### src/common/mux_ctrl_map.svh
// offsets, field positions and reset values of the monitor control register
// assumes inclusion by bare name from the design file and the bench
`ifndef MUX_CTRL_MAP_SVH
`define MUX_CTRL_MAP_SVH
// register index 02h, byte address on apb is four times it
`define MCTL_IDX 8'h02
`define MCTL_ADDR 12'h008
// field positions
`define MCTL_CLK_BIT 7
`define MCTL_VPWR_HI 6
`define MCTL_VPWR_LO 5
`define MCTL_RSEL_HI 4
`define MCTL_RSEL_LO 3
`define MCTL_MON_HI 2
`define MCTL_MON_LO 0
// reset values of the writable fields
`define MCTL_VPWR_RST 2'h0
`define MCTL_RSEL_RST 2'h0
`define MCTL_MON_RST 3'h0
`endif

### src/common/mux_ctrl_pkg.sv
// types shared by the monitor control register block
// assumes the map header defines the numbers
package mux_ctrl_pkg;
   // reference power modes
   typedef enum logic [1:0] {
      VPWR_OFF = 2'h0,
      VPWR_ON = 2'h1,
      VPWR_FOLLOW = 2'h2,
      VPWR_FOLLOW2 = 2'h3
   } ref_power_t;
   // reference selections
   typedef enum logic [1:0] {
      RSEL_EXT0 = 2'h0,
      RSEL_EXT1 = 2'h1,
      RSEL_INT = 2'h2,
      RSEL_INT_DRIVE0 = 2'h3
   } ref_select_t;
   // system monitor settings
   typedef enum logic [2:0] {
      MON_NORMAL = 3'h0,
      MON_OFFSET = 3'h1,
      MON_GAIN = 3'h2,
      MON_TEMP = 3'h3,
      MON_REF1_Q = 3'h4,
      MON_REF0_Q = 3'h5,
      MON_AVDD_Q = 3'h6,
      MON_DVDD_Q = 3'h7
   } monitor_t;
   // analogue routing bundle handed to the front end
   typedef struct packed {
      logic ref_powered;
      logic [1:0] ref_source;
      logic ref_drive_ext0;
      logic inputs_released;
      logic [2:0] adc_input_source;
      logic bias_released;
      logic gain_forced_unity;
      logic [2:0] effective_gain;
   } analog_route_t;
endpackage

### src/design/mux_ctrl_reg.sv
// apb register block for input, reference and monitor control, with analogue routing
// assumes a single pclk domain; clock source, start pin and sleep come from outside
`timescale 1ns/1ps
`include "mux_ctrl_map.svh"

module mux_ctrl_reg (
   input wire logic pclk,
   input wire logic presetn,
   input wire logic clk_en,
   input wire logic psel,
   input wire logic penable,
   input wire logic pwrite,
   input wire logic [11:0] paddr,
   input wire logic [31:0] pwdata,
   input wire logic [3:0] pstrb,
   output logic [31:0] prdata,
   output logic pready,
   output logic pslverr,
   input wire logic ext_clock_in_use,
   input wire logic start_pin,
   input wire logic sleep_cmd,
   input wire logic conversion_busy,
   input wire logic [2:0] stored_gain,
   output mux_ctrl_pkg::analog_route_t route
);
   // synchronisers for pin-side inputs
   logic clk_src_s1_reg;
   logic clk_src_s2_reg;
   logic start_s1_reg;
   logic start_s2_reg;
   // writable fields
   logic [1:0] vpwr_reg;
   logic [1:0] rsel_reg;
   logic [2:0] mon_reg;
   // reference awake latch for follow mode
   logic ref_awake_reg;
   logic ref_awake_next;
   // routing output register
   mux_ctrl_pkg::analog_route_t route_next;

   // decode
   wire apb_access = psel && penable && clk_en;
   wire hit = (paddr == `MCTL_ADDR);
   wire wr_hit = apb_access && pwrite && hit && pstrb[0];
   wire [7:0] reg_view = {clk_src_s2_reg, vpwr_reg, rsel_reg, mon_reg};
   wire monitor_active = (mon_reg != mux_ctrl_pkg::MON_NORMAL);
   wire gain_forced = (mon_reg != mux_ctrl_pkg::MON_NORMAL) &&
                      (mon_reg != mux_ctrl_pkg::MON_OFFSET);

   // two-flop synchronisers on the pin inputs
   always_ff @(posedge pclk or negedge presetn) begin
      if (!presetn) begin
         clk_src_s1_reg <= 1'b0;
         clk_src_s2_reg <= 1'b0;
         start_s1_reg <= 1'b0;
         start_s2_reg <= 1'b0;
      end else if (clk_en) begin
         clk_src_s1_reg <= ext_clock_in_use;
         clk_src_s2_reg <= clk_src_s1_reg;
         start_s1_reg <= start_pin;
         start_s2_reg <= start_s1_reg;
      end
   end

   // writable fields; bit 7 ignores writes
   always_ff @(posedge pclk or negedge presetn) begin
      if (!presetn) begin
         vpwr_reg <= `MCTL_VPWR_RST;
         rsel_reg <= `MCTL_RSEL_RST;
         mon_reg <= `MCTL_MON_RST;
      end else if (wr_hit) begin
         vpwr_reg <= pwdata[`MCTL_VPWR_HI:`MCTL_VPWR_LO];
         rsel_reg <= pwdata[`MCTL_RSEL_HI:`MCTL_RSEL_LO];
         mon_reg <= pwdata[`MCTL_MON_HI:`MCTL_MON_LO];
      end
   end

   // follow mode: wake on conversion, sleep on command or start low
   always_comb begin
      ref_awake_next = ref_awake_reg;
      if (sleep_cmd || !start_s2_reg) begin
         ref_awake_next = 1'b0;
      end else if (conversion_busy) begin
         ref_awake_next = 1'b1;
      end
   end

   always_ff @(posedge pclk or negedge presetn) begin
      if (!presetn) begin
         ref_awake_reg <= 1'b0;
      end else if (clk_en) begin
         ref_awake_reg <= ref_awake_next;
      end
   end

   // routing decode
   always_comb begin
      route_next = '0;
      case (vpwr_reg)
         mux_ctrl_pkg::VPWR_OFF: route_next.ref_powered = 1'b0;
         mux_ctrl_pkg::VPWR_ON: route_next.ref_powered = 1'b1;
         default: route_next.ref_powered = ref_awake_next;
      endcase
      route_next.ref_source = rsel_reg;
      route_next.ref_drive_ext0 = (rsel_reg == mux_ctrl_pkg::RSEL_INT_DRIVE0);
      route_next.inputs_released = monitor_active;
      route_next.bias_released = monitor_active;
      route_next.adc_input_source = mon_reg;
      route_next.gain_forced_unity = gain_forced;
      route_next.effective_gain = gain_forced ? 3'h0 : stored_gain;
   end

   // registered outputs
   always_ff @(posedge pclk or negedge presetn) begin
      if (!presetn) begin
         route <= '0;
      end else if (clk_en) begin
         route <= route_next;
      end
   end

   // apb answer: zero wait, unmapped reads zero with error
   always_ff @(posedge pclk or negedge presetn) begin
      if (!presetn) begin
         prdata <= 32'h0000_0000;
         pready <= 1'b0;
         pslverr <= 1'b0;
      end else if (clk_en) begin
         pready <= psel && !penable;
         pslverr <= psel && !penable && (paddr != `MCTL_ADDR);
         if (psel && !penable && !pwrite && hit) begin
            prdata <= {24'h00_0000, reg_view};
         end else begin
            prdata <= 32'h0000_0000;
         end
      end
   end

   // assertions
   property p_ro_status;
      @(posedge pclk) disable iff (!presetn)
      (psel && !penable && !pwrite && hit && clk_en) |=> prdata[7] == $past(clk_src_s2_reg);
   endproperty
   a_ro_status: assert property (p_ro_status) else $error("status bit wrong");
   property p_pwr_off;
      @(posedge pclk) disable iff (!presetn)
      (clk_en && vpwr_reg == 2'h0) |=> !route.ref_powered;
   endproperty
   a_pwr_off: assert property (p_pwr_off) else $error("reference not off");
   property p_pwr_sleep;
      @(posedge pclk) disable iff (!presetn)
      (clk_en && vpwr_reg[1] && sleep_cmd) |=> !route.ref_powered;
   endproperty
   a_pwr_sleep: assert property (p_pwr_sleep) else $error("reference on after sleep");
   property p_drive_ext0;
      @(posedge pclk) disable iff (!presetn)
      (clk_en && rsel_reg == 2'h3) |=> route.ref_drive_ext0 && route.ref_source == 2'h3;
   endproperty
   a_drive_ext0: assert property (p_drive_ext0) else $error("ext0 drive missing");
   property p_override;
      @(posedge pclk) disable iff (!presetn)
      (clk_en && mon_reg != 3'h0) |=> route.inputs_released && route.bias_released;
   endproperty
   a_override: assert property (p_override) else $error("monitor not overriding");
   property p_gain_unity;
      @(posedge pclk) disable iff (!presetn)
      (clk_en && mon_reg[2:1] != 2'h0) |=> route.effective_gain == 3'h0;
   endproperty
   a_gain_unity: assert property (p_gain_unity) else $error("gain not unity");
   property p_gain_restore;
      @(posedge pclk) disable iff (!presetn)
      (clk_en && mon_reg[2:1] == 2'h0) |=> route.effective_gain == $past(stored_gain);
   endproperty
   a_gain_restore: assert property (p_gain_restore) else $error("gain not restored");
   property p_write_takes;
      @(posedge pclk) disable iff (!presetn)
      wr_hit |=> mon_reg == $past(pwdata[2:0]) && vpwr_reg == $past(pwdata[6:5]);
   endproperty
   a_write_takes: assert property (p_write_takes) else $error("write lost");
   property p_mon_code;
      @(posedge pclk) disable iff (!presetn)
      clk_en |=> route.adc_input_source == $past(mon_reg);
   endproperty
   a_mon_code: assert property (p_mon_code) else $error("monitor code wrong");

   // reference power, fixed on and follow mode wake and start-low
   property p_pwr_on;
      @(posedge pclk) disable iff (!presetn)
      (clk_en && vpwr_reg == 2'h1) |=> route.ref_powered;
   endproperty
   a_pwr_on: assert property (p_pwr_on) else $error("reference not on");

   property p_pwr_start;
      @(posedge pclk) disable iff (!presetn)
      (clk_en && vpwr_reg[1] && !start_s2_reg) |=> !route.ref_powered;
   endproperty
   a_pwr_start: assert property (p_pwr_start) else $error("reference on, start low");

   property p_pwr_wake;
      @(posedge pclk) disable iff (!presetn)
      (clk_en && vpwr_reg[1] && conversion_busy && !sleep_cmd && start_s2_reg)
         |=> route.ref_powered;
   endproperty
   a_pwr_wake: assert property (p_pwr_wake) else $error("reference not woken");

   // reference selection and the drive onto the first pair
   property p_ref_source;
      @(posedge pclk) disable iff (!presetn)
      clk_en |=> route.ref_source == $past(rsel_reg);
   endproperty
   a_ref_source: assert property (p_ref_source) else $error("reference source wrong");

   property p_no_drive;
      @(posedge pclk) disable iff (!presetn)
      (clk_en && rsel_reg != 2'h3) |=> !route.ref_drive_ext0;
   endproperty
   a_no_drive: assert property (p_no_drive) else $error("stray ext0 drive");

   property p_drive_pair;
      @(posedge pclk) disable iff (!presetn)
      route.ref_drive_ext0 |-> route.ref_source == 2'h3;
   endproperty
   a_drive_pair: assert property (p_drive_pair) else $error("drive source wrong");

   // monitor override and forced gain flag
   property p_normal_inputs;
      @(posedge pclk) disable iff (!presetn)
      (clk_en && mon_reg == 3'h0) |=> !route.inputs_released && !route.bias_released;
   endproperty
   a_normal_inputs: assert property (p_normal_inputs) else $error("inputs released");

   property p_unity_flag;
      @(posedge pclk) disable iff (!presetn)
      clk_en |=> route.gain_forced_unity == ($past(mon_reg) >= 3'h2);
   endproperty
   a_unity_flag: assert property (p_unity_flag) else $error("unity flag wrong");

   // apb answer timing and refused writes
   property p_ready_pulse;
      @(posedge pclk) disable iff (!presetn)
      (clk_en && psel && !penable) |=> pready;
   endproperty
   a_ready_pulse: assert property (p_ready_pulse) else $error("no ready in access");

   property p_ready_drop;
      @(posedge pclk) disable iff (!presetn)
      (clk_en && psel && penable) |=> !pready;
   endproperty
   a_ready_drop: assert property (p_ready_drop) else $error("ready held");

   property p_bad_addr;
      @(posedge pclk) disable iff (!presetn)
      (clk_en && psel && !penable && !hit) |=> pslverr;
   endproperty
   a_bad_addr: assert property (p_bad_addr) else $error("no address error");

   property p_bad_write;
      @(posedge pclk) disable iff (!presetn)
      (clk_en && psel && penable && pwrite && !hit)
         |=> $stable(vpwr_reg) && $stable(rsel_reg) && $stable(mon_reg);
   endproperty
   a_bad_write: assert property (p_bad_write) else $error("stray write taken");

   property p_masked_write;
      @(posedge pclk) disable iff (!presetn)
      (clk_en && psel && penable && pwrite && !pstrb[0])
         |=> $stable(vpwr_reg) && $stable(rsel_reg) && $stable(mon_reg);
   endproperty
   a_masked_write: assert property (p_masked_write) else $error("masked write taken");

   // covers of the main scenarios
   c_write: cover property (@(posedge pclk) wr_hit);
   c_follow: cover property (@(posedge pclk) vpwr_reg[1] && route.ref_powered);
   c_monitor: cover property (@(posedge pclk) route.gain_forced_unity);
   c_sleep: cover property (@(posedge pclk) vpwr_reg[1] && sleep_cmd && conversion_busy);
   c_restore: cover property (@(posedge pclk) mon_reg == 3'h0 && $past(mon_reg) == 3'h7);
endmodule

### config.mk
export PLATFORM = sky130hd
export DESIGN_NAME = mux_ctrl_reg
export DESIGN_NICKNAME = d
export VERILOG_FILES = /design/src/common/mux_ctrl_pkg.sv /design/src/design/mux_ctrl_reg.sv
export VERILOG_INCLUDE_DIRS = /design/src /design/src/common
export SDC_FILE = /design/constraint.sdc
export NUM_CORES = 1
export LEC_CHECK = 0
export ABC_AREA = 1
export BUFFER_PORTS_ARGS = -buffer_cell sky130_fd_sc_hd__buf_2
export CAP_MARGIN = 20
export CORE_MARGIN = 2
export CORE_UTILIZATION = 38
export CTS_CLUSTER_DIAMETER = 60
export CTS_CLUSTER_SIZE = 20
export DETAILED_ROUTE_END_ITERATION = 6
export HOLD_SLACK_MARGIN = 0.05
export PLACE_DENSITY = 0.75
export SLEW_MARGIN = 20
export SYNTH_ARGS = -nofsm -noshare
export SYNTH_HDL_FRONTEND = slang
export SYNTH_SLANG_ARGS = --single-unit
### constraint.sdc
create_clock -name pclk -period 0.9 [get_ports pclk]
set_input_delay 0.09 -clock pclk [delete_from_list [all_inputs] [get_ports pclk]]
set_output_delay 0.09 -clock pclk [all_outputs]
set_load 0.02 [all_outputs]
* After elaboration in Yosys (flattened, before gate mapping) *
Index checks and enable logic that the tools add are counted.
Widths: inputs -> output; s select.

operators by class
  equal/unequal tests = 5
  muxes and demuxes = 5
  reduce and logical (&&, ||, !) cells = 16

operators with widths
  kind                 number
  $eq 12x4->1 const B  1
  $ne 12x4->1 const B  1
  $logic_and 1x1->1    10
  $mux 8               1
  $logic_not 1->1      3
  $mux 3               1
  $ne 3x1->1 const B   1
  $reduce_bool 3->1    1
  $eq 2x1->1 const B   1
  $eq 2x2->1 const B   1
  $logic_not 2->1      1
  $mux 1               2
  $pmux 1 s2           1
  $logic_or 1x1->1     1

word-level totals
  register bits = 58
  input port bits = 61

* Depth between registers and ports, before layout *
  word-level depth = 5
  gate-level depth with buffers = 7
  gate-level depth less buffers = 7

* Worst setup path before layout *
No wires, ideal clock.

  path kind = flip-flop to flip-flop
  start point = register ref_awake_reg
  end point = register route[12] (netlist name)
  arrival time = 689 ps
  required time = 784 ps
  slack = 95 ps
  stages on the path, launching flop included = 5
  buffers on the path = 0
  cells stage by stage = dfrtp_1 > o211ai_1 > nand2_1 > nand2_1 > nand2_1

between the ends
  longest elaborated chain between the ends = 3

ends and longest elaborated chain
  item                      line                 source
  start: declaration        mux_ctrl_reg.sv:36   logic ref_awake_reg;
  start signal: assignment  mux_ctrl_reg.sv:92   ref_awake_reg <= ref_awake_next;
  $mux 1                    mux_ctrl_reg.sv:83   end else if (conversion_busy) begin
  $mux 1                    mux_ctrl_reg.sv:81   if (sleep_cmd || !start_s2_reg) begin
  $pmux 1 s2                mux_ctrl_reg.sv:99   case (vpwr_reg)
  end signal: assignment    mux_ctrl_reg.sv:118  route <= route_next;
  end: declaration          mux_ctrl_reg.sv:24   output mux_ctrl_pkg::analog_route_t route

Every way passes these cells.
A chain may end at the register's enable or synchronous reset.

==> results_dict.tcl <==
set metrics [dict create \
    antenna_found_initial 0 \
    clock_tree.buffer_depth 2 \
    grt_usage_pct 15.88 \
    p_sw_share_pct 26.37 \
    cts_root_buffer "clkbuf_8" \
    yosysUniqueCellTypes 20 \
    crit_arrival_ns 0.86 \
    p_seq_share_pct 49.3 \
    drtPass1Iterations 4 \
    tns_ns -0.2010 \
    num_antenna_cells 0 \
    cpPeakStageDelay_ns 0.42 \
    first_global_vias 1404 \
    peakVddDrop_v 0.0004829 \
    synth.most_common_cell "nand2_1" \
    avgSynthCellArea_um2 8.579 \
    drtIter0Drc 113 \
    worst-path-buf-inv 1 \
    finalWorstSetupSlack_ns -0.04542 \
    wirelength_um 3842 \
    ys.flop_type "dfrtp_1" \
    fin_crit_sh_pct 105.0 \
    rsz0062_at_grt "yes" \
    finalCriticalPeriod_ns 0.9454 \
    layout.nets 351 \
    fin_cells 343 \
    die_w_um 71.53 \
    worst-path-max-fanout 3 \
    status "complete, but fails checks" \
    cts_made_buffers 5 \
    initial_core_util_pct 39.53 \
    min_path_type "input port to register" \
    cp_top_family "flip-flops" \
    cpMaxStageDelayCell "dfrtp_1" \
    power.share.combinational_pct 15.2 \
    area_growth_syn_to_layout_pct 42.74 \
    yosysSeqAreaShare_pct 49.10 \
    whs_ns 0.05384 \
    vias_per_cell 4.484 \
    cts.sinks 34 \
    fin_worst_skew_ns 0.006929 \
    dieArea_um2 5117 \
    drtAntennaViolNets 0 \
    netlist_instances 202 \
    p_int_mw 2.390 \
    synth_top_cell_area_share_pct 49.10 \
    violations "negative setup slack" \
    gp_congestion 0.7586 \
    p_per_area_nw_per_um2 1312 \
    fin_area_um2 2474 \
    clk_latency_ns 0.29 \
    finalMaxSlewViolations 0 \
    placed_cell_area_um2 2019 \
    grt_max_degree 35 \
    synthArstFlopShare_pct 100.0 \
    largest_reg_flops 12 \
    max_freq_mhz 1058 \
    vias 1538 \
    drive_gt1_share_pct 34.71 \
    synthTopCellsByArea "dfrtp_1, nand2_1, buf_4" \
    critPathKind "register to output pin" \
    ys_warn_count 0 \
    clockPowerShare_pct 35.6 \
    syn_area_um2 1733 \
    wire_per_inst_um 11.20 \
    cp-start-kind "register" \
    cap_violations 0 \
    clk_pin_slew_ns 0.07 \
    rows 24 \
    power.net_switching_mw 0.8558 \
    p_leak_nw 1.489 \
    crit_chain "buf_6" \
    cp.required_ns 0.81 \
    dp.cells 310 \
    ios 108 \
    cp-end-kind "output pin" \
    synth-seq-cells 34 \
    yosys.area.top_type "dfrtp_1" \
    core_area_um2 4384 \
    grt.overflow.total 0 \
    cts_tree "yes" \
    drc_errors 0 \
    setup_viol 15 \
    die_y_um 71.53 \
    synth_common_cells "nand2_1, dfrtp_1, buf_4, nand4_1, inv_1" \
    finalHoldViolCount 0 \
    post-place-ws_ns -0.09645 \
    grt_first_pass_wirelength_um 6258 \
    cts-htree-levels 2 \
    numPortBuffers 55 \
    dp_hpwl_um 2615 \
    synth_edf_count 0 \
]
layout make-up:
cell class              instances  area [µm²]
well taps                      52       65.06
multi-input cells             146       683.2
flip-flops and latches         34       850.8
inverters                      12       45.04
clock inverters                 1       5.005
fillers                       390        1911
repair buffers                 91       738.2
clock buffers                   7       86.33
power by group through the flow:
| stage | Sequential, mW | Clock [mW] | Combinational (mW) |
|---|---|---|---|
| 2_1_floorplan | 1.65 | 0 | 0.294 |
| 3_3_place_gp | 1.62 | 0 | 0.400 |
| 3_5_place_dp | 1.62 | 0 | 0.408 |
| 4_1_cts | 1.60 | 1.18 | 0.468 |
| 5_1_grt | 1.60 | 1.25 | 0.538 |
| 6_report | 1.60 | 1.15 | 0.492 |
final timing paths:
kind                                start              to  slack, ns  depth (start not counted)
max in group asynchronous         presetn        route[1]       0.43                          3
min reg2reg                clk_src_s1_reg  clk_src_s1_reg       0.47                          2
min                             pwdata[5]     vpwr_reg[0]       0.05                          3
min in group asynchronous         presetn    start_s2_reg       0.29                          3
max                              route[4]        route[8]      -0.05                          1
max reg2reg                 ref_awake_reg       route[12]       0.01                          4
routing by layer:
layer / GRT usage [%] / routed length (µm)
met2: 25.93 / 1849
met3: 5.204 / 241
met5: 0 / 0
met4: 7.757 / 87
met1: 18.85 / 1663
what timing repair did:
item / CTS / global route
hold buffers: 8 / 0
resized for setup: 42 / 7
buffers inserted: 9 / 8
endpoints found under the setup margin: 24 / 29
hold endpoints to repair: 41 / 0
cells by family (layout without fill, tap and decap cells):
kind of cell,after synthesis,count (layout),synth area share [%]
compound gates,6,6,2.094
simple gates,116,116,31.70
other cells,1,24,0.2164
flops,34,34,49.10
buf+inv,45,111,16.89
cell usage in the layout, fill, tap and decap left out:
| master | Yosys | final |
|---|---|---|
| a21oi_1 | 1 | 1 |
| a22o_1 | 1 | 1 |
| and2_1 | 1 | 1 |
| buf_12 | 0 | 2 |
| buf_2 | 3 | 32 |
| buf_4 | 29 | 25 |
| buf_6 | 0 | 24 |
| clkbuf_1 | 0 | 1 |
| clkbuf_8 | 0 | 6 |
| clkinv_2 | 0 | 1 |
| conb_1 | 1 | 24 |
| dfrtp_1 | 34 | 34 |
| dlygate4sd3_1 | 0 | 8 |
| inv_1 | 11 | 11 |
| inv_2 | 1 | 1 |
| nand2_1 | 80 | 80 |
| nand2_2 | 2 | 2 |
| nand3_1 | 3 | 2 |
| nand3_2 | 0 | 1 |
| nand3_4 | 2 | 2 |
| nand4_1 | 15 | 15 |
| nor2_1 | 9 | 8 |
| nor2_2 | 2 | 3 |
| nor2_8 | 2 | 2 |
| o211ai_1 | 1 | 1 |
| o21ai_1 | 3 | 3 |
per-stage QoR:
stage	util [%]	power [mW]
after CTS	54.51	3.247
after floorplan	-	1.942
after detailed placement	46.06	2.029
after global placement	46.06	2.020
final	56.42	3.246
after global routing	56.42	3.389
No activity file was read; power rests on OpenSTA's default activity.
